$ cat config.mk
export PLATFORM = sky130hd
export DESIGN_NAME = flash_host
export DESIGN_NICKNAME = d
export VERILOG_FILES = /design/src/shared/flash_host_pkg.sv /design/src/hdl/flash_bus_cycle.sv /design/src/hdl/flash_host.sv
export SDC_FILE = /design/constraint.sdc
export NUM_CORES = 1
export LEC_CHECK = 0
export BUFFER_PORTS_ARGS = -buffer_cell sky130_fd_sc_hd__buf_2
export CORE_ASPECT_RATIO = 0.8
export CORE_MARGIN = 2
export CORE_UTILIZATION = 58
export DETAILED_ROUTE_END_ITERATION = 6
export PLACE_DENSITY = 0.76
export SYNTH_ARGS = -nofsm -noshare
export SYNTH_HDL_FRONTEND = slang
export SYNTH_SLANG_ARGS = --single-unit
$ cat constraint.sdc
create_clock -name clk -period 2.7 [get_ports clk]
set_input_delay 0.405 -clock clk [delete_from_list [all_inputs] [get_ports clk]]
set_output_delay 0.405 -clock clk [all_outputs]
set_load 0.02 [all_outputs]
$ cat src/shared/flash_host_pkg.sv
// package: flash host command codes, bus timing and carrier types
package flash_host_pkg;

   // ----------------------------------------------------------------
   // command codes written to the device, and the erased byte value
   // ----------------------------------------------------------------
   localparam logic [7:0] CMD_READ = 8'h00;
   localparam logic [7:0] CMD_READ_ID = 8'h90;
   localparam logic [7:0] CMD_PROGRAM = 8'h40;
   localparam logic [7:0] CMD_ERASE = 8'h20;
   localparam logic [7:0] CMD_BLOCK = 8'h60;
   localparam logic [7:0] CMD_VERIFY = 8'ha0;
   localparam logic [7:0] CMD_RESET = 8'hff;
   localparam logic [7:0] ERASED_BYTE = 8'hff;

   // ----------------------------------------------------------------
   // addresses and field positions
   // ----------------------------------------------------------------
   localparam int ADDR_W = 17;
   localparam int BLOCK_SELECT_LOW = 14;
   localparam int TOGGLE_STATUS_BIT = 6;
   localparam int POLLING_STATUS_BIT = 7;
   localparam logic [16:0] ID_MFR_ADDR = 17'h00000;
   localparam logic [16:0] ID_DEV_ADDR = 17'h00001;

   // ----------------------------------------------------------------
   // timing, in ns (load window in ms) and derived cycles at the 40 ns clock
   // ----------------------------------------------------------------
   localparam int CLK_NS = 40;
   localparam int SETUP_NS = 120;
   localparam int STROBE_NS = 200;
   localparam int HOLD_NS = 80;
   localparam int SETUP_CYC = (SETUP_NS + CLK_NS - 1) / CLK_NS;
   localparam int STROBE_CYC = (STROBE_NS + CLK_NS - 1) / CLK_NS;
   localparam int HOLD_CYC = (HOLD_NS + CLK_NS - 1) / CLK_NS;
   localparam int LOAD_WINDOW_MS = 30;
   localparam int LOAD_WINDOW_CYC = (LOAD_WINDOW_MS * 1000000 + CLK_NS - 1) / CLK_NS;
   localparam int POLL_MAX_READS = 16777215;

   // ----------------------------------------------------------------
   // types
   // ----------------------------------------------------------------
   typedef enum logic [2:0] {
      OP_READ, OP_PROGRAM, OP_CHIP_ERASE, OP_BLOCK_ERASE, OP_VERIFY, OP_ABORT, OP_READ_ID
   } op_t;

   typedef struct packed {
      op_t op;
      logic [16:0] addr;
      logic [16:0] addr_end;
      logic [7:0] data;
      logic [7:0] blocks;
   } req_t;

   typedef struct packed {
      logic [7:0] rdata;
      logic [7:0] rdata2;
      logic fail;
      logic [16:0] last_addr;
   } rsp_t;

   typedef struct packed {
      logic [16:0] addr;
      logic ce_n;
      logic oe_n;
      logic we_n;
      logic [7:0] dq_o;
      logic dq_oe_n;
   } pins_t;

   localparam pins_t PINS_IDLE = '{addr: 17'h00000, ce_n: 1'b1, oe_n: 1'b1, we_n: 1'b1,
                                   dq_o: 8'h00, dq_oe_n: 1'b1};

endpackage

$ cat src/hdl/flash_bus_cycle.sv
// one asynchronous read or write cycle on the flash pins
`timescale 1ns/1ps
`default_nettype none
module flash_bus_cycle (
   input wire logic clk,
   input wire logic rst_n,
   input wire logic en,
   input wire logic start,
   input wire logic write,
   input wire logic [16:0] addr,
   input wire logic [7:0] wdata,
   input wire logic [7:0] dq_i,
   output flash_host_pkg::pins_t pins,
   output logic [7:0] rdata,
   output logic done,
   output logic busy
);
   import flash_host_pkg::*;

   typedef enum logic [1:0] {
      C_IDLE = 2'b00, C_SETUP = 2'b01, C_STROBE = 2'b11, C_HOLD = 2'b10
   } cyc_st_t;

   cyc_st_t st_q;
   logic [3:0] cnt_q;
   logic [3:0] cnt_d;
   logic wr_q;
   logic [7:0] dq_s1_q;
   logic [7:0] dq_s2_q;
   pins_t pins_q;
   logic [7:0] rdata_q;
   logic done_q;
   wire logic phase_end;

   assign phase_end = (cnt_q == 4'h1);
   assign cnt_d = (st_q == C_IDLE) ? 4'(SETUP_CYC) :
                  !phase_end ? cnt_q - 4'h1 :
                  (st_q == C_SETUP) ? 4'(STROBE_CYC) : 4'(HOLD_CYC);

   // ----------------------------------------------------------------
   // data pins pass two flops before anything looks at them
   // ----------------------------------------------------------------
   always_ff @(posedge clk) begin
      if (!rst_n) begin
         dq_s1_q <= 8'h00;
         dq_s2_q <= 8'h00;
         cnt_q <= 4'(SETUP_CYC);
      end else if (en) begin
         dq_s1_q <= dq_i;
         dq_s2_q <= dq_s1_q;
         cnt_q <= cnt_d;
      end
   end

   // ----------------------------------------------------------------
   // phase sequencer
   // ----------------------------------------------------------------
   always_ff @(posedge clk) begin
      if (!rst_n) begin
         st_q <= C_IDLE;
         wr_q <= 1'b0;
         pins_q <= PINS_IDLE;
         rdata_q <= 8'h00;
         done_q <= 1'b0;
      end else if (en) begin
         done_q <= 1'b0;
         case (st_q)
            C_IDLE: if (start) begin
               st_q <= C_SETUP;
               wr_q <= write;
               pins_q.addr <= addr;
               pins_q.ce_n <= 1'b0;
               pins_q.dq_o <= wdata;
               pins_q.dq_oe_n <= !write;
            end
            C_SETUP: if (phase_end) begin
               st_q <= C_STROBE;
               pins_q.we_n <= !wr_q; // address taken by the device here
               pins_q.oe_n <= wr_q;
            end
            C_STROBE: if (phase_end) begin
               st_q <= C_HOLD;
               pins_q.we_n <= 1'b1; // data held across the rising edge
               pins_q.oe_n <= 1'b1;
               // synced copy lags two cycles, still inside the strobe
               if (!wr_q) rdata_q <= dq_s2_q;
            end
            C_HOLD: if (phase_end) begin
               st_q <= C_IDLE;
               pins_q.ce_n <= 1'b1;
               pins_q.dq_oe_n <= 1'b1;
               done_q <= 1'b1;
            end
            default: st_q <= C_IDLE;
         endcase
      end
   end

   assign pins = pins_q;
   assign rdata = rdata_q;
   assign done = done_q;
   assign busy = (st_q != C_IDLE);
endmodule
`default_nettype wire

$ cat src/hdl/flash_host.sv
// host sequencer that drives a byte-wide flash through its pins
`timescale 1ns/1ps
`default_nettype none
module flash_host #(
   parameter int WINDOW_CYCLES = flash_host_pkg::LOAD_WINDOW_CYC,
   parameter int POLL_LIMIT = flash_host_pkg::POLL_MAX_READS
) (
   input wire logic clk,
   input wire logic rst_n,
   input wire logic en,
   input wire logic req_valid,
   input wire flash_host_pkg::req_t req,
   output logic req_ready,
   output logic rsp_valid,
   output flash_host_pkg::rsp_t rsp,
   input wire logic [7:0] dq_i,
   output flash_host_pkg::pins_t pins,
   output logic vpp_en
);
   import flash_host_pkg::*;

   typedef enum logic [3:0] {
      S_IDLE = 4'h0, S_FIRST = 4'h1, S_SECOND = 4'h3, S_POLL = 4'h2, S_DONE = 4'h6,
      S_LOAD = 4'h7, S_WINDOW = 4'h5, S_READ = 4'h4, S_CLEAN = 4'hc
   } st_t;

   st_t st_q;
   st_t st_d;
   op_t op_q;
   logic [16:0] addr_q;
   logic [16:0] end_q;
   logic [7:0] data_q;
   logic [7:0] blk_q;
   logic sent_q;
   logic start_q;
   logic [7:0] prev_q;
   logic prev_v_q;
   logic fail_q;
   logic [31:0] win_q;
   logic [31:0] polls_q;
   logic vpp_q;
   logic req_ready_q;
   logic rsp_valid_q;
   rsp_t rsp_q;
   logic [7:0] rd;
   logic cyc_done;
   logic cyc_busy;

   function automatic logic [2:0] lowest_set(input logic [7:0] m);
      logic [2:0] idx;
      idx = 3'h0;
      for (int i = 7; i >= 0; i--) begin
         if (m[i]) idx = 3'(i);
      end
      return idx;
   endfunction

   // ----------------------------------------------------------------
   // decode of what the current state puts on the bus
   // ----------------------------------------------------------------
   wire logic accept = (st_q == S_IDLE) && req_valid && req_ready_q;
   wire logic bus_state = (st_q != S_IDLE) && (st_q != S_DONE) && (st_q != S_WINDOW);
   wire logic cyc_write = (st_q != S_POLL) && (st_q != S_READ);
   wire logic [2:0] blk_idx = lowest_set(blk_q);
   wire logic [7:0] blk_rest = blk_q & ~(8'h01 << blk_idx);
   wire logic [16:0] blk_addr = {blk_idx, 14'h0000};
   wire logic is_block = (op_q == OP_BLOCK_ERASE);
   wire logic [7:0] first_code =
      (op_q == OP_PROGRAM) ? CMD_PROGRAM :
      (op_q == OP_CHIP_ERASE) ? CMD_ERASE :
      is_block ? CMD_BLOCK :
      (op_q == OP_VERIFY) ? CMD_VERIFY :
      (op_q == OP_READ_ID) ? CMD_READ_ID :
      CMD_RESET;
   // second write repeats the setup code except for program data
   wire logic [7:0] cyc_data = (st_q == S_CLEAN) ? CMD_READ :
      (st_q == S_SECOND && op_q == OP_PROGRAM) ? data_q : first_code;
   wire logic [16:0] cyc_addr =
      ((st_q == S_SECOND || st_q == S_LOAD) && is_block) ? blk_addr : addr_q;

   // ----------------------------------------------------------------
   // status decode while an algorithm runs
   // ----------------------------------------------------------------
   wire logic toggle_steady = prev_v_q &&
      (rd[TOGGLE_STATUS_BIT] == prev_q[TOGGLE_STATUS_BIT]);
   wire logic prog_ok = toggle_steady &&
      (rd[POLLING_STATUS_BIT:TOGGLE_STATUS_BIT] == data_q[POLLING_STATUS_BIT:TOGGLE_STATUS_BIT]);
   wire logic erase_ok = toggle_steady && rd[POLLING_STATUS_BIT];
   wire logic poll_ok = (op_q == OP_PROGRAM) ? prog_ok : erase_ok;
   wire logic poll_out = (polls_q >= 32'(POLL_LIMIT));
   wire logic win_done = (win_q >= 32'(WINDOW_CYCLES));
   wire logic verify_bad = (rd != ERASED_BYTE);
   wire logic verify_last = (addr_q == end_q);

   flash_bus_cycle u_cycle (
      .clk(clk),
      .rst_n(rst_n),
      .en(en),
      .start(start_q),
      .write(cyc_write),
      .addr(cyc_addr),
      .wdata(cyc_data),
      .dq_i(dq_i),
      .pins(pins),
      .rdata(rd),
      .done(cyc_done),
      .busy(cyc_busy)
   );

   // ----------------------------------------------------------------
   // next state
   // ----------------------------------------------------------------
   always_comb begin
      st_d = st_q;
      case (st_q)
         S_IDLE: if (accept) begin
            if (req.op == OP_READ) st_d = S_READ;
            else if (req.op == OP_BLOCK_ERASE && req.blocks == 8'h00) st_d = S_DONE;
            else st_d = S_FIRST;
         end
         S_FIRST: if (cyc_done) begin
            st_d = (op_q == OP_VERIFY || op_q == OP_READ_ID) ? S_READ : S_SECOND;
         end
         S_SECOND: if (cyc_done) begin
            if (op_q == OP_ABORT) st_d = S_CLEAN;
            else if (!is_block) st_d = S_POLL;
            else st_d = (blk_rest != 8'h00) ? S_LOAD : S_WINDOW;
         end
         S_LOAD: if (cyc_done) st_d = (blk_rest != 8'h00) ? S_LOAD : S_WINDOW;
         S_WINDOW: if (win_done) st_d = S_POLL;
         S_POLL: if (cyc_done) begin
            if (poll_ok) st_d = S_DONE;
            else if (poll_out) st_d = S_FIRST;
         end
         S_READ: if (cyc_done) begin
            if (op_q == OP_READ) st_d = S_DONE;
            else if (op_q == OP_READ_ID) st_d = (addr_q == ID_MFR_ADDR) ? S_READ : S_CLEAN;
            else st_d = (verify_bad || verify_last) ? S_CLEAN : S_FIRST;
         end
         S_CLEAN: if (cyc_done) st_d = S_DONE;
         S_DONE: st_d = S_IDLE;
         default: st_d = S_IDLE;
      endcase
   end

   // ----------------------------------------------------------------
   // state, launch and working registers
   // ----------------------------------------------------------------
   always_ff @(posedge clk) begin
      if (!rst_n) begin
         st_q <= S_IDLE;
         sent_q <= 1'b0;
         start_q <= 1'b0;
         req_ready_q <= 1'b0;
      end else if (en) begin
         st_q <= st_d;
         req_ready_q <= (st_d == S_IDLE) && !accept;
         start_q <= bus_state && !sent_q && !cyc_busy && !start_q;
         if (cyc_done) sent_q <= 1'b0;
         else if (start_q) sent_q <= 1'b1;
      end
   end

   always_ff @(posedge clk) begin
      if (!rst_n) begin
         op_q <= OP_READ;
         addr_q <= 17'h00000;
         end_q <= 17'h00000;
         data_q <= 8'h00;
         blk_q <= 8'h00;
         prev_q <= 8'h00;
         prev_v_q <= 1'b0;
         fail_q <= 1'b0;
         win_q <= 32'h00000000;
         polls_q <= 32'h00000000;
         vpp_q <= 1'b0;
      end else if (en) begin
         if (accept) begin
            op_q <= req.op;
            addr_q <= (req.op == OP_READ_ID) ? ID_MFR_ADDR : req.addr;
            end_q <= req.addr_end;
            data_q <= req.data;
            blk_q <= req.blocks;
            prev_v_q <= 1'b0;
            fail_q <= (req.op == OP_BLOCK_ERASE) && (req.blocks == 8'h00);
            win_q <= 32'h00000000;
            polls_q <= 32'h00000000;
            vpp_q <= (req.op != OP_READ);
         end
         if (cyc_done && is_block && (st_q == S_SECOND || st_q == S_LOAD)) blk_q <= blk_rest;
         if (st_q == S_WINDOW) win_q <= win_q + 32'h00000001;
         if (cyc_done && st_q == S_POLL) begin
            prev_q <= rd;
            prev_v_q <= 1'b1;
            polls_q <= polls_q + 32'h00000001;
            if (!poll_ok && poll_out) begin
               op_q <= OP_ABORT;
               fail_q <= 1'b1;
            end
         end
         if (cyc_done && st_q == S_READ) begin
            if (op_q == OP_READ_ID && addr_q == ID_MFR_ADDR) addr_q <= ID_DEV_ADDR;
            if (op_q == OP_VERIFY && verify_bad) fail_q <= 1'b1;
            else if (op_q == OP_VERIFY && !verify_last) addr_q <= addr_q + 17'h00001;
         end
         if (st_q == S_DONE) vpp_q <= 1'b0;
      end
   end

   // ----------------------------------------------------------------
   // answer to the user
   // ----------------------------------------------------------------
   always_ff @(posedge clk) begin
      if (!rst_n) begin
         rsp_valid_q <= 1'b0;
         rsp_q <= '0;
      end else if (en) begin
         rsp_valid_q <= (st_q == S_DONE);
         if (cyc_done && (st_q == S_POLL || st_q == S_READ)) begin
            if (op_q == OP_READ_ID && addr_q == ID_DEV_ADDR) rsp_q.rdata2 <= rd;
            else rsp_q.rdata <= rd;
         end
         if (st_q == S_DONE) begin
            rsp_q.fail <= fail_q;
            rsp_q.last_addr <= addr_q;
         end
      end
   end

   assign req_ready = req_ready_q;
   assign rsp_valid = rsp_valid_q;
   assign rsp = rsp_q;
   assign vpp_en = vpp_q;
endmodule
`default_nettype wire

# Word-level counts from Yosys, hierarchy flattened
# Index checks and enable logic that the tools add are counted.
# Widths: inputs -> output; s select.
[op_classes]
add_sub_neg = 4
order_cmp = 2
eq_ne = 33
n_shift = 1
mux = 80
n_bitwise = 4
reduce_logical = 70
[ops]
columns = ["op", "count"]
rows = [
  ["$mux 17", 7],
  ["$mux 32", 3],
  ["$mux 4", 17],
  ["$add 32x1->32 const B", 2],
  ["$mux 8", 7],
  ["$mux 3", 16],
  ["$ge 32x20->1 const B", 1],
  ["$ge 32x24->1 const B", 1],
  ["$pmux 4 s8", 1],
  ["$logic_and 1x1->1", 25],
  ["$add 17x1->17 const B", 1],
  ["$eq 17x1->1 const B", 1],
  ["$eq 17x17->1", 1],
  ["$logic_not 17->1", 1],
  ["$mux 1", 17],
  ["$eq 4x3->1 const B", 4],
  ["$reduce_and 2->1", 8],
  ["$reduce_bool 2->1", 8],
  ["$mux 7", 2],
  ["$eq 3x3->1 const B", 4],
  ["$mux 2", 6],
  ["$ne 4x3->1 const B", 3],
  ["$reduce_and 4->1", 3],
  ["$eq 3x2->1 const B", 3],
  ["31 further kinds", 52],
]
[totals]
register_bits = 230

# Longest topological paths before layout
# Gate-level depths: netlist (run 1).
[logic_depth]
depth_word = 19
ltp_mapped = 10

# Modules after synthesis
# A second synthesis (run 1) with hierarchy kept.
[unflattened]
cells_unflattened = 1392
area_unflattened_um2 = 10953.0
[modules_own_cells]
columns = ["module", "instances", "cells_each", "area_per_inst_um2", "seq_area_each_um2"]
rows = [
  ["flash_host", 1, 1122, 8574.5, 3263.1],
  ["flash_bus_cycle", 1, 270, 2378.5, 1221.2],
]

# Worst setup path after synthesis (run 1)
# OpenSTA, ideal clock, no wires.
[synth_path]
path_kind = "reg2reg"
startpoint = "register polls_q[0]"
endpoint = "register req_ready_q, in the netlist req_ready"
setup_time_ps = 96
t_arrival_ps = 2158
slack_ps = 446
path_stages_with_launch = 8
n_path_buf = 0
cell_sequence = "dfxtp_1 -> ha_1 -> and3_1 -> and3_1 -> a41oi_1 -> nor3_1 -> or4b_2 -> o41ai_2"
[synth_between]
elab_chain_len = 7
[synth_rtl]
columns = ["item", "line_no", "rtl"]
rows = [
  ["from (decl)", "flash_host.sv:40", "logic [31:0] polls_q;"],
  ["from (signal assigned)", "flash_host.sv:195", "polls_q <= polls_q + 32'h00000001;"],
  ["$ge 32x24->1", "flash_host.sv:90", "wire logic poll_out = (polls_q >= 32'(POLL_LIMIT));"],
  ["$mux 4", "flash_host.sv:133", "else if (poll_out) st_d = S_FIRST;"],
  ["$mux 4", "flash_host.sv:132", "if (poll_ok) st_d = S_DONE;"],
  ["$mux 4", "flash_host.sv:131", "S_POLL: if (cyc_done) begin"],
  ["$pmux 4 s8", "flash_host.sv:115", "case (st_q)"],
  ["$logic_not 4->1", "flash_host.sv:157", "req_ready_q <= (st_d == S_IDLE) && !accept;"],
  ["$logic_and 1x1->1", "flash_host.sv:157", ""],
  ["to (signal assigned)", "flash_host.sv:157", ""],
  ["to (decl)", "flash_host.sv:42", "logic req_ready_q;"],
]
# Every way passes these cells.
# A chain may end at the register's enable or synchronous reset.

# Worst setup path in the final report (run 1)
# Same ends and word-level chain as after synthesis.

==> results of run 1 <==
-- kinds of logic after synthesis --
family                   Yosys count  synth area share, %
AND/OR/NAND/NOR                  611                 26.9
AO/OA/AOI/OAI                    287                 16.9
buffers and inverters            110                 4.12
multiplexers                      50                 4.72
adder cells (fa/ha/maj)            9                 1.03
flip-flops                       224                 41.9
XOR/XNOR                          55                 4.50
-- metrics by stage --
step | hold slack [ns] | cell area, um2
floorplan | 0.432 | 10700
global placement | 0.439 | 11700
detailed placement | 0.443 | 11700
CTS | 0.111 | 12700
global route | 0.122 | 12700
finish | 0.125 | 12700
-- power by group --
| part | leakage [nW] | switching [W] | total [W] | internal (W) |
|---|---|---|---|---|
| registers | 1.81 | 0.0000626 | 0.00343 | 0.00337 |
| clock network | 0.457 | 0.00136 | 0.00394 | 0.00258 |
| logic | 2.76 | 0.000367 | 0.000591 | 0.000225 |
| total | 5.03 | 0.00179 | 0.00796 | 0.00617 |
-- per-layer routing --
metal	global-route usage [%]	vias up	part of all wire (%)
met2	43.0	430	42
met3	6.07	40	9.1
met5	0	-	0
li1	-	4950	-
met4	6.04	0	1.7
met1	45.9	4794	47
-- sequential cells by signal, summed over array words and instances (netlist names), 2 cells and up --
| register | count |
|---|---|
| u_cycle.st_q | 2 |
| win_q | 32 |
| op_q | 3 |
| u_cycle.pins | 29 |
| rsp | 34 |
| blk_q | 8 |
| u_cycle.rdata | 8 |
| addr_q | 17 |
| polls_q | 32 |
| data_q | 8 |
| u_cycle.dq_s1_q | 8 |
| end_q | 17 |
| u_cycle.dq_s2_q | 8 |
| u_cycle.cnt_q | 4 |
| st_q | 4 |
-- cell type report --
class | instances | area [um2] | share of cell area [%]
well taps | 230 | 288 | 2.27
inverters | 17 | 66.3 | 0.524
clock inverters | 16 | 343 | 2.71
repair buffers | 183 | 1090 | 8.58
clock buffers | 26 | 607 | 4.79
flip-flops and latches | 224 | 4480 | 35.4
multi-input cells | 1012 | 5790 | 45.7
-- synthesized netlist by cell type (13+ instances only) --
cell      count  area (um2)
dfxtp_1     224        4480
nand2_1     213         800
nor2_1      160         601
a21oi_1     134         671
nand3_1      71         355
clkbuf_1     66         248
o21ai_0      48         240
mux2i_1      46         460
xnor2_1      36         315
and3_1       24         150
nor3_1       23         115
nand4_1      22         138
buf_2        20         100
xor2_1       19         166
o211ai_1     16         120
or3_1        16         100
inv_1        15        56.3
and2_1       14        87.6
a31oi_1      13        81.3
nor4_1       13        81.3
-- placed cells by master (no fill, tap or decap), types with 4 or more instances in the layout --
cell type,count
ha_1,8
o21a_1,4
a211oi_1,12
nand4_1,22
o21ai_0,48
or3_1,16
and3_1,24
a22oi_1,4
nand2b_1,7
nand3b_1,6
inv_1,15
bufinv_16,10
a31oi_1,13
nor2b_1,6
o211ai_1,16
nand3_1,71
o211a_1,5
nor3_1,23
o221ai_1,4
buf_2,130
xor2_1,19
o221a_2,5
buf_4,50
and2_1,14
nor3b_1,4
xnor2_1,36
mux2_2,4
nor2_1,159
a21oi_1,134
nand2_1,213
a311oi_1,6
clkbuf_16,23
mux2i_1,46
dfxtp_1,224
nor2_2,5
nor4_1,13
-- path summary, 6_finish.rpt --
| check | from | endpoint | slack [ns] |
|---|---|---|---|
| min reg2reg | rsp[6]$_SDFFE_PN0P_ | rsp[6]$_SDFFE_PN0P_ | 0.45 |
| min | req[11] | data_q[3]$_SDFFE_PN0P_ | 0.13 |
| max reg2reg | polls_q[0]$_SDFFE_PN0P_ | req_ready$_SDFFE_PN0P_ | 0.23 |
| max | polls_q[0]$_SDFFE_PN0P_ | req_ready$_SDFFE_PN0P_ | 0.23 |
-- worst register-to-register path: stages, from the launching register on --
cell and delay (ns):
dfxtp_1 0.34, ha_1 0.25, and3_1 0.22, and3_1 0.20
a41oi_1 0.26, nor3_1 0.12, or4b_2 0.66, o41ai_2 0.32
==> flow_summary.json, run 1 <==
{
  "synth_edf_count": 0,
  "period_needed_ns": 2.47,
  "n_antenna_cell": 0,
  "max_freq_mhz": 405,
  "tightest_slew_ns": 0.807,
  "initial_core_util_pct": 59.1,
  "drt-total-wl_um": 29500,
  "area.growth.synth_to_final_pct": 18.2,
  "clock_skew_ns": 0.0115,
  "max_stage_delay_ns": 0.66,
  "min_path_type": "primary input to flip-flop",
  "vdd_drop_max_uv": 480,
  "io_pins": 131,
  "syn_nets": 1419,
  "core-area_um2": 18100,
  "die_h_um": 126,
  "yosys_warnings": 0,
  "cts_sinks": 224,
  "grt_pass1_wl_um": 47700,
  "path_class": "flip-flop to flip-flop",
  "endpoint_kind": "flip-flop",
  "post_cts_resized": 0,
  "grt_max_degree": 80,
  "path_buf_inv": 0,
  "status": "complete, no violations",
  "path_cells": "ha_1 > and3_1 > and3_1 > a41oi_1 > nor3_1 > or4b_2 > o41ai_2",
  "syn_inst": 1346,
  "post-route-util_pct": 69.9,
  "fin_ws_ns": 0.231,
  "hold_viol_final": 0,
  "cts_tree": "built",
  "dp_hpwl_um": 20300,
  "dp_slack_ns": 0.270,
  "worst-path-stages": 7,
  "leakagePower_nw": 5.03,
  "worstHoldPathCells": 3,
  "drt-wirelength-per-cell_um": 17.3,
  "worstSkewPairLatency_ns": 0.51,
  "synthesis.area_um2": 10700,
  "critPathArrivalTime_ns": 2.88,
  "rsz0062_at_grt": "no",
  "ys_ff_latch": 224,
  "drv_cap": 0,
  "r2r_cells": 7,
  "finalSetupViolCount": 0,
  "dp_cells": 1666,
  "critPathLaunchType": "flip-flop",
  "synth_flop_cell": "dfxtp_1",
  "num-fill-cells": 1507,
  "post_cts_buffers": 0,
  "grt-ovfl-total": 0,
  "power_w": 0.00796,
  "numCtsBuffers": 23,
  "vias": 10214,
  "routed_via_density": 5.98,
  "rows": 44,
  "die_x_um": 156,
  "dieArea_um2": 19600,
  "synth.distinct_cells": 80,
  "htree_levels": 1,
  "powerDensity_nw_per_um2": 628,
  "cts_root_buffer": "clkbuf_16",
  "cp.required_ns": 3.11,
  "holdBufCountCts": 0,
  "finalSetupTns_ns": 0,
  "syn_avg_cell_area_um2": 7.96,
  "portBuffers": 130,
  "postRouteAntennaNets": 0,
  "grt_use_total_pct": 29.8,
  "timing.slew.headroom_pct": 45.6,
  "fin_cells": 1708,
  "crit_family": "simple AND/OR/NAND/NOR gates",
  "clk_path_buf_depth": 3,
  "drv_slew": 0,
  "drtIter0Drc": 890,
  "drc": 0,
  "crit_fanout": 4,
  "first_pass_iters": 5,
  "layout-drive-gt1-share_pct": 17.6,
  "antenna_found_initial": 0,
  "nets": 1534,
  "gp_congestion": 0.915,
  "clk_pin_slew_ns": 0.06,
  "min_period_over_period_pct": 91.5,
  "slowest_stage": "or4b_2",
  "async_flop_share_pct": 0,
  "yosysSeqAreaShare_pct": 41.9,
  "grt_pass1_vias": 9191,
  "cpMostUsedCell": "and3_1"
}
Power figures use the tool's default switching activity.
==> run 2, diff against run 1 <==
- CORE_ASPECT_RATIO: 0.8 -> 2
- GPL_TIMING_DRIVEN: unset -> 0
==> run 2 against run 1 <==
The run now ends with negative setup slack left. Flip-flop and latch count did not move. First-iteration DRC count is 34% lower. Count of clock-buffer cells in the layout increased by 1.
==> flow_summary.json, run 2 (synthesized netlist as in run 1, its figures left out) <==
{
  "status": "finished, violations left",
  "violations": "negative setup slack",
  "initial_core_util_pct": 58.8,
  "dp_slack_ns": -0.381,
  "hold_slack_ns": 0.136,
  "path_class": "flip-flop to flip-flop",
  "drtIter0Drc": 591,
  "grt_use_total_pct": 33.4,
  "finalSetupTns_ns": -0.0429,
  "clock_skew_ns": 0.0149,
  "crit_fanout": 10,
  "rows": 70,
  "portBuffers": 128,
  "fin_ws_ns": -0.0429,
  "power_w": 0.00725,
  "clk_path_buf_depth": 3,
  "critPathLaunchType": "flip-flop",
  "powerDensity_nw_per_um2": 583,
  "min_period_over_period_pct": 102,
  "period_needed_ns": 2.74,
  "grt-ovfl-total": 0,
  "final_cell_mix": "dfxtp_1 (224), nand2_1 (213), nor2_1 (159)",
  "busiest_layer": "met2",
  "die_x_um": 100,
  "num-fill-cells": 1592,
  "dp_hpwl_um": 25000,
  "die_h_um": 196,
  "cts_tree": "built",
  "grtUsageMet2_pct": 60.6,
  "leakagePower_nw": 4.87,
  "vias": 10579,
  "max_freq_mhz": 365,
  "grt_pass1_vias": 10014,
  "antenna_found_initial": 0,
  "drt-total-wl_um": 33900,
  "numCtsBuffers": 21,
  "grt_pass1_wl_um": 51800,
  "tightest_slew_ns": 0.974,
  "area.growth.synth_to_final_pct": 16.0,
  "hold_viol_final": 0,
  "critPathArrivalTime_ns": 3.14,
  "first_pass_iters": 5,
  "routed_via_density": 6.13,
  "cts_root_buffer": "clkbuf_16",
  "clk_pin_slew_ns": 0.07,
  "dieArea_um2": 19600,
  "drc": 0,
  "grt_max_degree": 18,
  "nets": 1571,
  "drt-wirelength-per-cell_um": 19.6,
  "drv_cap": 0,
  "gr-usage-met3_pct": 3.71,
  "postRouteAntennaNets": 0,
  "cp.required_ns": 3.10,
  "largest_reg_flops": 34,
  "dp_cells": 1690,
  "mostFrequentLayoutCell": "dfxtp_1",
  "holdBufCountCts": 0,
  "endpoint_kind": "flip-flop",
  "core-area_um2": 18200,
  "drv_slew": 0,
  "fin_cells": 1727,
  "gp_congestion": 0.982,
  "timing.slew.headroom_pct": 34.4,
  "n_antenna_cell": 0,
  "cts_sinks": 224,
  "grt_util_met1_pct": 34.4,
  "worstSkewPairLatency_ns": 0.50,
  "vdd_drop_max_uv": 575,
  "layout-drive-gt1-share_pct": 15.1,
  "io_pins": 131,
  "min_path_type": "primary input to flip-flop",
  "htree_levels": 1,
  "finalSetupViolCount": 1
}
==> run 2: changes by cell type in the layout (fill, tap and decap cells not counted), moves of 4 or more <==
cell	change
clkbuf_2	+4
bufinv_16	-6
clkbuf_1	+64
buf_2	+18
buf_4	-47
buf_1	+4
==> run 2: worst max-delay path: stages, from the launching register on <==
cell and delay (ns):
dfxtp_1 0.50, nor2_2 0.12, nand4_1 0.14, buf_4 0.19, clkbuf_1 0.51, clkbuf_1 0.59, nand2_1 0.11, nand2_1 0.08
o21ai_0 0.07, a211oi_1 0.31
==> run 2: layout make-up <==
class / count / area, um2 / area share [%]
Tap cell: 216 / 270 / 2.17
Multi-Input combinational cell: 1012 / 5830 / 46.9
Inverter: 17 / 63.8 / 0.513
Buffer: 91 / 375 / 3.02
Clock inverter: 9 / 153 / 1.23
Sequential cell: 224 / 4480 / 36.1
Clock buffer: 27 / 578 / 4.65
Timing Repair Buffer: 131 / 676 / 5.44
==> run 2: report_power, final <==
part	leakage (nW)	switching, W	total, W	internal (W)
logic	2.70	0.000418	0.000630	0.000212
clock network	0.360	0.00131	0.00320	0.00190
registers	1.81	0.0000515	0.00342	0.00336
==> run 2: timing repair <==
action | CTS | global route
endpoints found under the setup margin | 39 | 57
setup buffers | 0 | 3
resized for setup | 4 | 9
pin swaps | 0 | 4
==> run 2: final timing paths <==
check	cells after the start	from	endpoint	slack, ns
worst max-delay path	9	st_q[1]$_SDFFE_PN0P_	addr_q[13]$_SDFFE_PN0P_	-0.04
worst min-delay path	3	dq_i[1]	u_cycle.dq_s1_q[1]$_SDFFE_PN0P_	0.14
worst max register to register	9	st_q[1]$_SDFFE_PN0P_	addr_q[13]$_SDFFE_PN0P_	-0.04
worst min register to register	2	u_cycle.pins[22]$_SDFFE_PN0P_	u_cycle.pins[22]$_SDFFE_PN0P_	0.45
==> run 2: through the flow <==
stage                     utilization, %  instance area, um2
after floorplan                        -               10700
after global placement              63.8               11600
after detailed placement            63.8               11600
after CTS                           67.8               12400
after global routing                68.2               12400
final                               68.2               12400
==> run 2: routing by layer <==
metal	vias to the layer above	share of wire (%)
met5	-	0
met2	437	51
met3	155	5.6
met1	4964	35
met4	0	8.5
li1	5023	-
==> run 3, diff against run 2 <==
- ABC_AREA: unset -> 1
- CORE_UTILIZATION: 58 -> 59
- PLACE_DENSITY: 0.76 -> 0.77
==> run 3 against run 2 <==
The flow now finishes without violations. Synthesized area grew 5.1%. Synthesized cell count rose by 23%. Wire length is 18% higher. Register-to-register slack better by 0.17 ns. Worst hold slack lost 0.0065 ns. Global-route usage is 5.4 points higher. Worst setup slack gained 0.17 ns. Critical endpoint is now rsp[15]$_SDFFE_PN0P_.
==> flow_summary.json, run 3 <==
{
  "initial_core_util_pct": 60.1,
  "final_cell_mix": "nand2_1 (300), dfxtp_1 (218), o21ai_0 (196)",
  "reg2reg_to": "rsp[15]$_SDFFE_PN0P_",
  "layout-drive-gt1-share_pct": 12.2,
  "synth_commonest_cells": "nand2_1 (300), dfxtp_1 (224), o21ai_0 (197), nor2_1 (195), a21oi_1 (171)",
  "worstHoldPathCells": 3,
  "min_path_type": "primary input to flip-flop",
  "antenna_found_initial": 0,
  "cts_root_buffer": "clkbuf_16",
  "clock_skew_ns": 0.0231,
  "die_x_um": 102,
  "max_freq_mhz": 388,
  "die_h_um": 199,
  "finalSetupTns_ns": 0,
  "rows": 71,
  "gp_congestion": 1.04,
  "vias": 12217,
  "post-synth-top-area-cell": "dfxtp_1",
  "syn_avg_cell_area_um2": 6.78,
  "endpoint_kind": "flip-flop",
  "dieArea_um2": 20300,
  "drt-wirelength-per-cell_um": 19.2,
  "drv_slew": 0,
  "r2r_cells": 9,
  "mostFrequentLayoutCell": "nand2_1",
  "timing.rr.start": "st_q[1]$_SDFFE_PN0P_",
  "core-area_um2": 18700,
  "synth.distinct_cells": 47,
  "grt_pass1_vias": 11839,
  "internal_power_w": 0.00518,
  "grt_use_total_pct": 38.8,
  "cp.required_ns": 3.13,
  "seqPwrFrac_pct": 48.8,
  "synth_flop_cell": "dfxtp_1",
  "syn_nets": 1733,
  "yosysMostFrequentCell": "nand2_1",
  "yosys-top-cells-area": "dfxtp_1 (40%), nand2_1 (10%), o21ai_0 (8.8%)",
  "yosysSeqAreaShare_pct": 39.8,
  "ys_ff_latch": 224,
  "clk_path_buf_depth": 3,
  "leakagePower_nw": 5.32,
  "postRouteAntennaNets": 0,
  "portBuffers": 129,
  "powerDensity_nw_per_um2": 553,
  "first_pass_iters": 5,
  "drc": 0,
  "numCtsBuffers": 21,
  "htree_levels": 1,
  "crit_fanout": 10,
  "critPathLaunchType": "flip-flop",
  "swShare_pct": 27.6,
  "n_antenna_cell": 0,
  "clk_pin_slew_ns": 0.06,
  "tightest_slew_ns": 1.01,
  "post-route-util_pct": 68.9,
  "cts_sinks": 224,
  "min_period_over_period_pct": 95.4,
  "p_clk_share_pct": 40.6,
  "area.growth.synth_to_final_pct": 14.8,
  "async_flop_share_pct": 0,
  "io_pins": 131,
  "status": "complete, no violations",
  "worstHoldStart": "dq_i[0]",
  "post_cts_resized": 1,
  "worstSkewPairLatency_ns": 0.52,
  "grt-ovfl-total": 0,
  "synthesis.area_um2": 11300,
  "reg2reg_slack_ns": 0.13,
  "yosys.area.top_type_share_pct": 39.8,
  "finalSetupViolCount": 0,
  "drv_cap": 0,
  "rsz0062_at_grt": "no",
  "holdBufCountCts": 0,
  "cts_tree": "built",
  "grt_max_degree": 19,
  "vdd_drop_max_uv": 602,
  "yosys_warnings": 0,
  "drtIter0Drc": 732,
  "grt_pass1_wl_um": 60400,
  "drt-total-wl_um": 39900,
  "hold_viol_final": 0,
  "synth_edf_count": 0,
  "net-switching-power_w": 0.00197,
  "dp_hpwl_um": 30600,
  "nets": 1885,
  "syn_inst": 1660,
  "post_cts_buffers": 0,
  "largest_reg_flops": 34,
  "period_needed_ns": 2.57,
  "timing.slew.headroom_pct": 32.3,
  "routed_via_density": 5.88,
  "hold_path_end": "u_cycle.dq_s1_q[0]$_SDFFE_PN0P_",
  "path_class": "flip-flop to flip-flop",
  "critPathArrivalTime_ns": 3.01,
  "comb_power_share_pct": 10.7
}
## run 3: changes by cell type in the layout (fill, tap and decap cells not counted), sizes merged, moves of 35 or more
cell,before,now
inv,17,183
o21ai,50,199
nand2,213,305
mux2i,46,0
nor2,164,201
a21oi,136,171
## run 3: per-stage QoR
step / total power [W] / setup WS, ns / std cells / hold WS, ns / instance area, um2
2_1_floorplan: 0.00398 / 0.730 / 1660 / 0.434 / 11300
3_3_place_gp: 0.00427 / -0.0529 / 2044 / 0.445 / 12200
3_5_place_dp: 0.00428 / 0.0119 / 2044 / 0.454 / 12200
4_1_cts: 0.00711 / 0.000800 / 2079 / 0.134 / 12900
5_1_grt: 0.00734 / 0.0120 / 2079 / 0.148 / 12900
6_report: 0.00714 / 0.125 / 2079 / 0.130 / 12900
## run 3: worst max-delay path, stage by stage, from the launching register on
cell      delay, ns
dfxtp_1        0.47
inv_1          0.10
nor2_1         0.09
inv_1          0.06
nor2_1         0.14
inv_1          0.09
nor2_1         0.76
clkbuf_1       0.49
o21ai_0        0.16
a21oi_1        0.14
## run 3: area by class of cell
class	instances	area, um2
Buffer	74	308
Clock buffer	25	541
Clock inverter	10	106
Fill cell	1723	5830
Inverter	183	687
Multi-Input combinational cell	1179	5820
Sequential cell	224	4490
Tap cell	255	319
Timing Repair Buffer	129	646
## run 3: cells by family after synthesis
family / after synthesis / synth area share (%)
flops: 224 / 39.8
simple gates: 717 / 28.2
compound gates: 435 / 20.8
xor+xnor: 19 / 1.48
fa+ha+maj: 8 / 0.889
buf+inv: 257 / 8.81
## run 3: worst max-delay path by stage
stage | slack [ns] | endpoint | cells after the start | start
final | 0.13 | rsp[15]$_SDFFE_PN0P_ | 9 | st_q[1]$_SDFFE_PN0P_
after global routing | 0.01 | st_q[0]$_SDFFE_PN0P_ | 16 | addr_q[8]$_SDFFE_PN0P_
after CTS | 0.0008 | addr_q[12]$_SDFFE_PN0P_ | 12 | addr_q[5]$_SDFFE_PN0P_
after detailed placement | 0.01 | addr_q[7]$_SDFFE_PN0P_ | 12 | addr_q[13]$_SDFFE_PN0P_
after global placement | -0.05 | addr_q[7]$_SDFFE_PN0P_ | 12 | addr_q[13]$_SDFFE_PN0P_
after floorplan | 0.73 | addr_q[16]$_SDFFE_PN0P_ | 14 | addr_q[0]$_SDFFE_PN0P_
## run 3: layer usage
metal / vias to the layer above / wire (um) / GRT usage [%]
li1: 5884 / - / -
met1: 5586 / 12900 / 36.0
met2: 521 / 20500 / 70.4
met3: 226 / 2420 / 6.58
met4: 0 / 4100 / 33.9
met5: - / 0 / 0
## run 3: power groups by stage
stage	sequential (W)	combinational (W)	clock, W
6_report	0.00349	0.000761	0.00290
5_1_grt	0.00349	0.000829	0.00302
4_1_cts	0.00348	0.000735	0.00290
3_5_place_dp	0.00355	0.000730	0
3_3_place_gp	0.00355	0.000722	0
2_1_floorplan	0.00355	0.000427	0
